### config.mk
export PLATFORM = sky130hd
export DESIGN_NAME = cswk_restart_ctrl
export DESIGN_NICKNAME = d
export VERILOG_FILES = /design/src/hw/cswk_pkg.sv /design/src/hw/cswk_restart_ctrl.sv /design/src/hw/cswk_cfg_mem.sv /design/src/hw/cswk_osc_meter.sv
export SDC_FILE = /design/constraint.sdc
export NUM_CORES = 1
export LEC_CHECK = 0
export BUFFER_PORTS_ARGS = -buffer_cell sky130_fd_sc_hd__buf_2
export CELL_PAD_IN_SITES_DETAIL_PLACEMENT = 1
export CELL_PAD_IN_SITES_GLOBAL_PLACEMENT = 1
export CORE_UTILIZATION = 48
export DETAILED_ROUTE_END_ITERATION = 8
export GPL_ROUTABILITY_DRIVEN = 0
export PLACE_DENSITY = 0.95
export SKIP_LAST_GASP = 1
export SYNTH_ARGS = -nofsm -noshare
export SYNTH_HDL_FRONTEND = slang
export SYNTH_SLANG_ARGS = --single-unit
### constraint.sdc
create_clock -name clk_sys -period 4.5 [get_ports clk_sys]
set_input_delay 0.9 -clock clk_sys [delete_from_list [all_inputs] [get_ports clk_sys]]
set_output_delay 0.9 -clock clk_sys [all_outputs]
set_load 0.05 [all_outputs]
### src/hw/cswk_pkg.sv
package cswk_pkg;
  localparam int CSWK_AW = 5;
  localparam logic [4:0] ADDR_MODE = 5'h00;
  localparam logic [4:0] ADDR_STATUS = 5'h01;
  localparam logic [4:0] ADDR_QUANTA = 5'h02;
  localparam logic [4:0] ADDR_SAMPLE = 5'h03;
  localparam logic [4:0] ADDR_RECCLK = 5'h04;
  localparam logic [4:0] ADDR_RECCTL = 5'h05;
  localparam logic [4:0] ADDR_OSCCTL = 5'h06;
  localparam logic [4:0] ADDR_CNTHI = 5'h07;
  localparam logic [4:0] ADDR_CNTLO = 5'h08;
  localparam logic [4:0] ADDR_TRIM = 5'h09;
  localparam logic [4:0] ADDR_OPTION = 5'h0a;
  localparam logic [4:0] ADDR_ECNT = 5'h0b;
  localparam logic [4:0] ADDR_ID0 = 5'h10;
  localparam logic [4:0] ADDR_MASK0 = 5'h14;
  localparam logic [4:0] ADDR_DATA0 = 5'h18;
  localparam int ID_REGS = 4;
  localparam int DATA_REGS = 8;

  localparam logic [2:0] MODE_OFF = 3'h0;
  localparam logic [2:0] MODE_WAKE = 3'h1;
  localparam logic [2:0] MODE_RXONLY = 3'h2;
  localparam logic [2:0] MODE_NORMAL = 3'h3;
  localparam logic [2:0] MODE_OFF2 = 3'h4;
  localparam logic [2:0] MODE_SWK = 3'h5;
  localparam logic [2:0] MODE_SWKRX = 3'h6;
  localparam logic [2:0] MODE_SWKNORM = 3'h7;

  localparam logic [5:0] ECNT_OVERFLOW = 6'h20;
  localparam logic [1:0] TRIM_UNLOCK = 2'h3;
  localparam logic [5:0] SAMPLE_RESET = 6'h33;
  localparam logic [7:0] QUANTA_RESET = 8'h00;

  // status bit positions
  localparam int ST_WAKE = 0;
  localparam int ST_PAT = 1;
  localparam int ST_FRAME = 2;
  localparam int ST_CFGERR = 3;
  localparam int ST_ECNT = 8;

  typedef enum logic [1:0] {
    CSWK_NORMAL = 2'b00,
    CSWK_SLEEP = 2'b01,
    CSWK_RESTART = 2'b10,
    CSWK_FAILSAFE = 2'b11
  } cswk_state_t;
endpackage : cswk_pkg

### src/hw/cswk_restart_ctrl.sv
// Overview of operation
// normal restart, off codes unchanged, error clear
// normal restart, 001/010/011 become 001
// normal restart, selective codes become 101, error set
// other-source sleep restart leaves wake flags clear
// pattern wake in plain mode sets wake, pattern
// valid frame in sleep gives 101, frame flag
// error overflow sets config error, count 100000
// failed check acts plain; pattern sets error too
// frame within silence leaves pattern flag clear
// overflow without pattern leaves pattern clear
// fail-safe forces wake-capable, selective wake off
// wake restarts from sleep or fail-safe, interrupts in normal
// any bus wake sets wake flag and details
// quanta per bit from config and clock select
// sample point from sample config
// receiver select bit picks frame detector input
// id, mask, data registers decide wake frame
// host switches off, enables measure, drives pulse
// count pulse, readable in high and low
// trim writable only when unlocked and measuring
// three-bit mode field encoding
// config error zero means selective wake healthy
// mode field reads back the rewritten code
//
// The plain strobed port and the register addresses were chosen for this implementation.
`timescale 1ns/1ps
module cswk_restart_ctrl
  import cswk_pkg::*;
#(
  parameter int CW = 16
)
(
  // clock and reset
  input wire logic clk_sys,
  input wire logic rst_n,
  // register port
  input wire logic [CSWK_AW-1:0] regAddr,
  input wire logic [7:0] regWrData,
  input wire logic regWr,
  input wire logic regRd,
  output logic [7:0] regRdData,
  // system mode events, one-cycle pulses
  input wire logic enterSleep,
  input wire logic enterRestart,
  input wire logic enterFailSafe,
  input wire logic enterNormal,
  input wire logic otherWake,
  // frame decoder events
  input wire logic patternSeen,
  input wire logic frameDone,
  input wire logic [10:0] frameId,
  input wire logic [63:0] frameData,
  input wire logic errOverflow,
  input wire logic silenceExpired,
  input wire logic configCheckOk,
  // receivers and bus transmit input
  input wire logic rxMain,
  input wire logic rxWake,
  input wire logic bus_transmit_input,
  // outputs
  output logic decoderRx,
  output logic [7:0] decoderQuanta,
  output logic [5:0] decoderSample,
  output logic [1:0] decoderClkSel,
  output logic transceiverOn,
  output logic selectiveActive,
  output logic restartReq,
  output logic wakeIrq
);
  cswk_state_t state, next_state;
  logic [2:0] modeSel, next_modeSel;
  logic swk_config_error, next_swk_config_error;
  logic bus_wake_flag, next_bus_wake_flag;
  logic patFlag, next_patFlag;
  logic frameFlag, next_frameFlag;
  logic [5:0] frame_error_count, next_frame_error_count;
  logic [7:0] bit_quanta_config, next_bit_quanta_config;
  logic [5:0] sample_point_config, next_sample_point_config;
  logic [1:0] recovery_clock_config, next_recovery_clock_config;
  logic [7:0] recovery_control, next_recovery_control;
  logic osc_measure_enable, next_osc_measure_enable;
  logic wake_receiver_select, next_wake_receiver_select;
  logic [1:0] trimUnlock, next_trimUnlock;
  logic [7:0] osc_trim_config, next_osc_trim_config;
  logic [7:0] osc_option_config, next_osc_option_config;
  logic frameSeenInSilence, next_frameSeenInSilence;
  logic [7:0] next_regRdData;
  logic next_decoderRx, next_transceiverOn, next_selectiveActive;
  logic next_restartReq, next_wakeIrq;
  logic [CW-1:0] pulseCount;
  logic [7:0] cfgRd;
  logic [127:0] cfgAll;
  logic cfgWr;
  logic [3:0] cfgWrAddr;
  logic frameMatch;
  logic swkArmed;
  logic plainArmed;

  assign cfgWr = regWr && regAddr >= ADDR_ID0;
  assign cfgWrAddr = 4'(regAddr - ADDR_ID0);

  cswk_cfg_mem #(.DEPTH(16), .AW(4)) u_cfg (
    .clk_sys(clk_sys),
    .rst_n(rst_n),
    .wrEn(cfgWr),
    .wrAddr(cfgWrAddr),
    .wrData(regWrData),
    .rdAddr(4'(regAddr - ADDR_ID0)),
    .rdData(cfgRd),
    .allData(cfgAll)
  );

  // counts only while the transceiver is off
  cswk_osc_meter #(.CW(CW)) u_osc (
    .clk_sys(clk_sys),
    .rst_n(rst_n),
    .measureEn(osc_measure_enable && !transceiverOn),
    .txPulse(bus_transmit_input),
    .pulseCount(pulseCount)
  );

  // id/mask in bytes 0..7, data in bytes 8..15
  always_comb
  begin
    logic [31:0] idCfg;
    logic [31:0] maskCfg;
    logic [63:0] dataCfg;
    idCfg = cfgAll[31:0];
    maskCfg = cfgAll[63:32];
    dataCfg = cfgAll[127:64];
    // mask bit 1 means don't care
    frameMatch = (((idCfg[10:0] ^ frameId) & ~maskCfg[10:0]) == 11'h000)
      && (dataCfg == frameData);
  end

  // selective wake needs a clean check
  assign swkArmed = modeSel[2] && modeSel[0] && !swk_config_error
    && state == CSWK_SLEEP;
  assign plainArmed = state == CSWK_SLEEP && modeSel != MODE_OFF
    && modeSel != MODE_OFF2 && !swkArmed;

  always_comb
  begin
    next_state = state;
    next_modeSel = modeSel;
    next_swk_config_error = swk_config_error;
    next_bus_wake_flag = bus_wake_flag;
    next_patFlag = patFlag;
    next_frameFlag = frameFlag;
    next_frame_error_count = frame_error_count;
    next_frameSeenInSilence = frameSeenInSilence;
    next_restartReq = 1'b0;
    next_wakeIrq = 1'b0;
    next_bit_quanta_config = bit_quanta_config;
    next_sample_point_config = sample_point_config;
    next_recovery_clock_config = recovery_clock_config;
    next_recovery_control = recovery_control;
    next_osc_measure_enable = osc_measure_enable;
    next_wake_receiver_select = wake_receiver_select;
    next_trimUnlock = trimUnlock;
    next_osc_trim_config = osc_trim_config;
    next_osc_option_config = osc_option_config;

    // host writes; hardware updates below win over clears
    if (regWr)
    begin
      unique case (regAddr)
        ADDR_MODE:
        begin
          next_modeSel = regWrData[2:0];
          if (regWrData[3])
            next_swk_config_error = 1'b0;
        end
        ADDR_STATUS:
        begin
          if (regWrData[ST_WAKE]) next_bus_wake_flag = 1'b0;
          if (regWrData[ST_PAT]) next_patFlag = 1'b0;
          if (regWrData[ST_FRAME]) next_frameFlag = 1'b0;
          if (regWrData[ST_CFGERR]) next_swk_config_error = 1'b0;
        end
        ADDR_QUANTA: next_bit_quanta_config = regWrData;
        ADDR_SAMPLE: next_sample_point_config = regWrData[5:0];
        ADDR_RECCLK: next_recovery_clock_config = regWrData[1:0];
        ADDR_RECCTL: next_recovery_control = regWrData;
        ADDR_OSCCTL:
        begin
          next_osc_measure_enable = regWrData[0];
          next_wake_receiver_select = regWrData[1];
          next_trimUnlock = regWrData[3:2];
        end
        ADDR_TRIM:
          if (trimUnlock == TRIM_UNLOCK && osc_measure_enable)
            next_osc_trim_config = regWrData;
        ADDR_OPTION:
          if (trimUnlock == TRIM_UNLOCK && osc_measure_enable)
            next_osc_option_config = regWrData;
        default: ;
      endcase
    end

    unique case (state)
      CSWK_NORMAL:
      begin
        if (enterFailSafe)
        begin
          next_state = CSWK_FAILSAFE;
          next_modeSel = MODE_WAKE;
        end
        else if (enterRestart)
        begin
          next_state = CSWK_RESTART;
          unique case (modeSel)
            MODE_OFF, MODE_OFF2: ;
            MODE_WAKE, MODE_RXONLY, MODE_NORMAL:
              next_modeSel = MODE_WAKE;
            default:
            begin
              next_modeSel = MODE_SWK;
              next_swk_config_error = 1'b1;
            end
          endcase
        end
        else if (enterSleep)
        begin
          next_state = CSWK_SLEEP;
          next_frame_error_count = '0;
          next_frameSeenInSilence = 1'b0;
          if (modeSel == MODE_RXONLY || modeSel == MODE_NORMAL)
            next_modeSel = MODE_WAKE;
          else if (modeSel[2] && modeSel != MODE_OFF2)
          begin
            next_modeSel = MODE_SWK;
            if (!configCheckOk)
              next_swk_config_error = 1'b1;
          end
        end
        else if (patternSeen && modeSel != MODE_OFF && modeSel != MODE_OFF2)
        begin
          next_wakeIrq = 1'b1;
          next_bus_wake_flag = 1'b1;
          next_patFlag = 1'b1;
        end
      end
      CSWK_SLEEP:
      begin
        if (silenceExpired)
          next_frameSeenInSilence = 1'b0;
        if (swkArmed && frameDone && frameMatch)
        begin
          next_state = CSWK_RESTART;
          next_restartReq = 1'b1;
          next_bus_wake_flag = 1'b1;
          next_frameFlag = 1'b1;
          next_swk_config_error = 1'b0;
          if (!frameSeenInSilence)
            next_patFlag = 1'b1;
        end
        else if (swkArmed && errOverflow)
        begin
          next_state = CSWK_RESTART;
          next_restartReq = 1'b1;
          next_bus_wake_flag = 1'b1;
          next_swk_config_error = 1'b1;
          next_frame_error_count = ECNT_OVERFLOW;
          next_frameFlag = 1'b0;
        end
        else if (plainArmed && patternSeen)
        begin
          next_state = CSWK_RESTART;
          next_restartReq = 1'b1;
          next_bus_wake_flag = 1'b1;
          next_patFlag = 1'b1;
          next_frameFlag = 1'b0;
          next_frame_error_count = '0;
        end
        else if (otherWake)
        begin
          // flags untouched, mode kept
          next_state = CSWK_RESTART;
          next_restartReq = 1'b1;
        end
        if (swkArmed && frameDone)
          next_frameSeenInSilence = 1'b1;
      end
      CSWK_RESTART:
      begin
        if (enterFailSafe)
        begin
          next_state = CSWK_FAILSAFE;
          next_modeSel = MODE_WAKE;
        end
        else if (enterNormal)
          next_state = CSWK_NORMAL;
      end
      CSWK_FAILSAFE:
      begin
        next_modeSel = MODE_WAKE;
        if (enterRestart)
          next_state = CSWK_RESTART;
        if (patternSeen)
        begin
          next_bus_wake_flag = 1'b1;
          next_patFlag = 1'b1;
          next_restartReq = 1'b1;
        end
      end
    endcase
  end

  always_comb
  begin
    next_transceiverOn = modeSel != MODE_OFF && modeSel != MODE_OFF2;
    next_selectiveActive = swkArmed;
    next_decoderRx = wake_receiver_select ? rxWake : rxMain;
    next_regRdData = 8'h00;
    if (regRd)
    begin
      unique case (regAddr)
        ADDR_MODE: next_regRdData = {5'h00, modeSel};
        ADDR_STATUS: next_regRdData = {4'h0, swk_config_error, frameFlag,
          patFlag, bus_wake_flag};
        ADDR_QUANTA: next_regRdData = bit_quanta_config;
        ADDR_SAMPLE: next_regRdData = {2'h0, sample_point_config};
        ADDR_RECCLK: next_regRdData = {6'h00, recovery_clock_config};
        ADDR_RECCTL: next_regRdData = recovery_control;
        ADDR_OSCCTL: next_regRdData = {4'h0, trimUnlock,
          wake_receiver_select, osc_measure_enable};
        ADDR_CNTHI: next_regRdData = pulseCount[15:8];
        ADDR_CNTLO: next_regRdData = pulseCount[7:0];
        ADDR_TRIM: next_regRdData = osc_trim_config;
        ADDR_OPTION: next_regRdData = osc_option_config;
        ADDR_ECNT: next_regRdData = {2'h0, frame_error_count};
        default: next_regRdData = 8'h00;
      endcase
    end
  end

  always_ff @(posedge clk_sys)
  begin
    if (!rst_n)
    begin
      state <= CSWK_NORMAL;
      modeSel <= MODE_OFF;
      swk_config_error <= 1'b0;
      bus_wake_flag <= 1'b0;
      patFlag <= 1'b0;
      frameFlag <= 1'b0;
      frame_error_count <= '0;
      frameSeenInSilence <= 1'b0;
      bit_quanta_config <= QUANTA_RESET;
      sample_point_config <= SAMPLE_RESET;
      recovery_clock_config <= 2'h0;
      recovery_control <= 8'h00;
      osc_measure_enable <= 1'b0;
      wake_receiver_select <= 1'b0;
      trimUnlock <= 2'h0;
      osc_trim_config <= 8'h00;
      osc_option_config <= 8'h00;
      regRdData <= 8'h00;
      decoderRx <= 1'b1;
      decoderQuanta <= QUANTA_RESET;
      decoderSample <= SAMPLE_RESET;
      decoderClkSel <= 2'h0;
      transceiverOn <= 1'b0;
      selectiveActive <= 1'b0;
      restartReq <= 1'b0;
      wakeIrq <= 1'b0;
    end
    else
    begin
      state <= next_state;
      modeSel <= next_modeSel;
      swk_config_error <= next_swk_config_error;
      bus_wake_flag <= next_bus_wake_flag;
      patFlag <= next_patFlag;
      frameFlag <= next_frameFlag;
      frame_error_count <= next_frame_error_count;
      frameSeenInSilence <= next_frameSeenInSilence;
      bit_quanta_config <= next_bit_quanta_config;
      sample_point_config <= next_sample_point_config;
      recovery_clock_config <= next_recovery_clock_config;
      recovery_control <= next_recovery_control;
      osc_measure_enable <= next_osc_measure_enable;
      wake_receiver_select <= next_wake_receiver_select;
      trimUnlock <= next_trimUnlock;
      osc_trim_config <= next_osc_trim_config;
      osc_option_config <= next_osc_option_config;
      regRdData <= next_regRdData;
      decoderRx <= next_decoderRx;
      decoderQuanta <= bit_quanta_config;
      decoderSample <= sample_point_config;
      decoderClkSel <= recovery_clock_config;
      transceiverOn <= next_transceiverOn;
      selectiveActive <= next_selectiveActive;
      restartReq <= next_restartReq;
      wakeIrq <= next_wakeIrq;
    end
  end
endmodule : cswk_restart_ctrl

### src/hw/cswk_cfg_mem.sv
`timescale 1ns/1ps
module cswk_cfg_mem
  import cswk_pkg::*;
#(
  parameter int DEPTH = 16,
  parameter int AW = 4
)
(
  // clock and reset
  input wire logic clk_sys,
  input wire logic rst_n,
  // write port
  input wire logic wrEn,
  input wire logic [AW-1:0] wrAddr,
  input wire logic [7:0] wrData,
  // registered read port
  input wire logic [AW-1:0] rdAddr,
  output logic [7:0] rdData,
  // flat view for the matcher
  output logic [DEPTH*8-1:0] allData
);
  logic [7:0] mem [DEPTH];
  logic [7:0] next_rdData;

  always_comb
  begin
    next_rdData = mem[rdAddr];
  end

  always_ff @(posedge clk_sys)
  begin
    if (!rst_n)
      rdData <= 8'h00;
    else
      rdData <= next_rdData;
  end

  genvar i;
  generate
    for (i = 0; i < DEPTH; i++)
    begin : g_ent
      always_ff @(posedge clk_sys)
      begin
        if (!rst_n)
          mem[i] <= 8'h00;
        else if (wrEn && wrAddr == AW'(i))
          mem[i] <= wrData;
      end
      assign allData[i*8 +: 8] = mem[i];
    end
  endgenerate
endmodule : cswk_cfg_mem

### src/hw/cswk_osc_meter.sv
`timescale 1ns/1ps
module cswk_osc_meter
  import cswk_pkg::*;
#(
  parameter int CW = 16
)
(
  // clock and reset
  input wire logic clk_sys,
  input wire logic rst_n,
  // control
  input wire logic measureEn,
  input wire logic txPulse,
  // result
  output logic [CW-1:0] pulseCount
);
  logic [CW-1:0] run;
  logic [CW-1:0] next_run;
  logic [CW-1:0] next_pulseCount;
  logic txLast;

  always_comb
  begin
    next_run = run;
    next_pulseCount = pulseCount;
    if (!measureEn)
      next_run = '0;
    else if (txPulse && !txLast)
      next_run = CW'(1);
    else if (txPulse && run != '1)
      next_run = run + CW'(1);
    // latch on falling edge so the host reads a stable length
    if (measureEn && !txPulse && txLast)
      next_pulseCount = run;
  end

  always_ff @(posedge clk_sys)
  begin
    if (!rst_n)
    begin
      run <= '0;
      pulseCount <= '0;
      txLast <= 1'b0;
    end
    else
    begin
      run <= next_run;
      pulseCount <= next_pulseCount;
      txLast <= txPulse;
    end
  end
endmodule : cswk_osc_meter

==> metrics.md <==
| Metric | Value |
|---|---|
| RSZ-0062 raised after global routing | `no` |
| Starting DRT DRC Count | `796` |
| Post-CTS Setup Bufs | `0` |
| Synth Cell Area | `8950 µm²` |
| Setup crit end kind | `flip-flop` |
| Startpoint types | `input port` |
| Flop pwr share | `0.502` |
| Status | `complete, but fails checks` |
| Tmin final | `2.94 ns` |
| Critical path launch point | `regAddr[3]` |
| Leakage power | `0.00378 µW` |
| Sw power | `977 µW` |
| Failing checks | `design-rule violations` |
| CTS Hold Bufs | `0` |
| Core Area | `18100 µm²` |
| Max Freq | `340 MHz` |
| Unique cell type count in the Yosys netlist | `61` |
| CTS max path bufs | `3` |
| Syn Area/Cell | `10.2 µm²` |
| Max-slew violation count | `0` |
| Setup ws final | `1.56 ns` |
| DIE HEIGHT | `139 µm` |
| Clk_skew | `0.0125 ns` |
| Worst r2r src | `u_cfg.mem[12][7]` |
| Crit path DAT | `3.29 ns` |
| Router iterations before antenna repair | `9` |
| Required @ worst endpoint | `4.85 ns` |
| Grt ovf | `0` |
| Max Cap Viol | `0` |
| DR vias/cell | `6.07` |
| Asr flop ratio synth | `0` |
| Area growth syn-to-layout | `16.6%` |
| Switching share of power | `0.243` |
| DRT Wirelength | `29900 µm` |
| Clock Latency Late Sink | `0.51 ns` |
| DP Worst Slack | `1.26 ns` |
| Largest net degree at the start of global routing | `61` |
| Sequential area share after synthesis | `0.550` |
| Die Wd | `139 µm` |
| DRC violations left | `24` |
| Initial antenna violation count | `4` |
| Number of flops mapped to enable cells by yosys | `86` |
| Post-CTS resize count | `0` |
| ANT nets after route | `0` |
| Layout cell share with drive strength beyond 1 | `0.189` |
| Tcrit/Tclk final | `0.653` |
| P per Cell Area | `385 nW/µm²` |
| Clk pwr share | `0.422` |
| Hold path start | `recovery_control[2]` |
| Clock Sinks | `203` |
| Starting density of the core | `0.493` |
| IO Port Bufs | `133` |
| Total global-route track usage | `0.309` |
| Avg WL per Cell | `24.0 µm` |
| Dpl hpwl | `19700 µm` |
| Reg clk slew, reported paths | `0.06 ns` |
| Peak supply drop | `0.241 mV` |
| Tightest Pin Transition | `1.23 ns` |
| Vias in the first global route | `8026` |
| Final-report hold violation count | `0` |
| WS Path Type | `input port to flip-flop` |
| DR vias | `7545` |
| Mapped Nets | `983` |
| Endpoints failing setup | `0` |
| #FFs+latches synth | `203` |
| Yosys Warn Count | `0` |
| Setup TNS | `0 ns` |
| Synth Flop Type | `dfxtp_1` |
| CTS tree | `yes` |
| Hold Crit Class | `flip-flop to flip-flop` |
| H-tree depth | `1` |
| Num CTS Buffers | `21` |
| Comb power frac | `0.077` |
| Fin nets | `1103` |
| Clock Tree Root | `clkbuf_16` |
| CP Max Fanout | `14` |
| Row cnt | `49` |
| Ports | `134` |
| First-pass GRT wire length | `45300 µm` |
| Worst slew margin | `0.171` |
| Internal Pwr Total | `3040 µW` |
| Die footprint | `19200 µm²` |
| Cells after Synth | `877` |
-- cells in the final DEF, fill, tap and decap left out, types with 3 or more instances in the layout --
cell type	Yosys	final
o31ai_1	3	3
or2_2	3	3
xor2_1	29	29
buf_4	1	9
nor4_1	14	14
xnor2_1	59	59
dfxtp_1	117	117
nand3_1	46	46
and2_1	94	94
nand4_1	19	19
mux2i_1	22	22
or3_1	5	5
clkbuf_1	35	4
a31oi_1	6	6
nor2_1	75	75
nor3_1	3	3
clkinv_2	0	5
clkbuf_16	0	21
nand2_1	94	94
a221oi_1	6	6
o22ai_1	5	5
diode_2	0	4
a22oi_1	20	20
edfxtp_1	86	86
nor2b_1	3	3
a222oi_1	5	5
nand2b_1	12	12
buf_2	3	133
and3_1	4	4
a21oi_1	46	46
o21ai_0	21	21
-- cells in the mapped netlist (5+ instances only) --
cell / n / share of area
dfxtp_1: 117 / 0.26
a221oi_1: 6 / 0.0059
nor4_1: 14 / 0.0098
clkbuf_1: 35 / 0.015
nor2_1: 75 / 0.031
xor2_1: 29 / 0.028
edfxtp_1: 86 / 0.29
nand2b_1: 12 / 0.0084
or3_1: 5 / 0.0035
a22oi_1: 20 / 0.017
xnor2_1: 59 / 0.058
nand4_1: 19 / 0.013
a31oi_1: 6 / 0.0042
o22ai_1: 5 / 0.0035
a21oi_1: 46 / 0.026
o21ai_0: 21 / 0.012
and2_1: 94 / 0.066
nand2_1: 94 / 0.039
mux2i_1: 22 / 0.025
a222oi_1: 5 / 0.0056
nand3_1: 46 / 0.026
-- cell families (layout without fill, tap and decap cells) --
group	count (synthesis)	after routing	share of synthesized area
buf+inv	49	183	0.0235
mux	22	22	0.0246
other cells	0	4	0
compound gates	126	126	0.0906
simple gates	388	388	0.224
flops	203	203	0.550
xor+xnor	88	88	0.0861
fa+ha+maj	1	1	0.00140
-- flip-flops by register name (all words and copies together), names as in the netlist, 3 cells and up --
register and flops:
recovery_control 8, regRdData 8, modeSel 3, u_osc.pulseCount 16, bit_quanta_config 8, sample_point_config 6
osc_option_config 8, decoderSample 6, u_cfg.mem 86, u_osc.run 16, decoderQuanta 8, osc_trim_config 8
-- cell type report --
| class | count | area, µm² |
|---|---|---|
| inverters | 4 | 17.5 |
| repair buffers | 142 | 733 |
| diodes | 4 | 10.0 |
| multi-input cells | 625 | 3820 |
| well taps | 229 | 287 |
| flip-flops and latches | 203 | 4920 |
| clock inverters | 10 | 83.8 |
| clock buffers | 27 | 568 |
| fillers | 1995 | 7710 |
-- routing by layer --
metal	track usage	up-vias	wire, µm
li1	-	3323	-
met3	0.0452	111	2310
met4	0.163	0	1480
met2	0.555	422	15100
met5	0	-	0
met1	0.358	3689	10900
-- path summary, 6_finish.rpt --
path | cells after the start | slack, ns | end
worst min-delay path | 2 | 0.47 | recovery_control[2]
worst max-delay path | 6 | 1.56 | bit_quanta_config[3]
worst max register to register | 6 | 1.77 | patFlag
worst min register to register | 2 | 0.47 | recovery_control[2]
-- worst max-delay path, cell delays in order --
cell and delay, ns:
buf_2 0.16, or3_1 0.48, nor2_1 0.87, nand2_1 0.52, nand2_1 0.25, a21oi_1 0.10
-- power groups by stage --
stage	sequential (µW)	combinational, µW	clock (µW)
after floorplan	2040	170	0
after global placement	2050	274	0
after detailed placement	2060	293	0
after CTS	2020	302	1700
after global routing	2020	325	1770
final	2020	308	1690
-- through the flow --
stage          cell area (µm²)  hold slack (ns)  instances   util  power [µW]
3_5_place_dp              9780            0.456       1203  0.539        2350
6_report                 10400            0.466       1244  0.575        4020
5_1_grt                  10400            0.488       1244  0.575        4120
4_1_cts                  10400            0.465       1240  0.575        4020
2_1_floorplan             8950            0.432        877      -        2210
3_3_place_gp              9780            0.442       1203  0.539        2330
(Power assumes the default switching activity.)
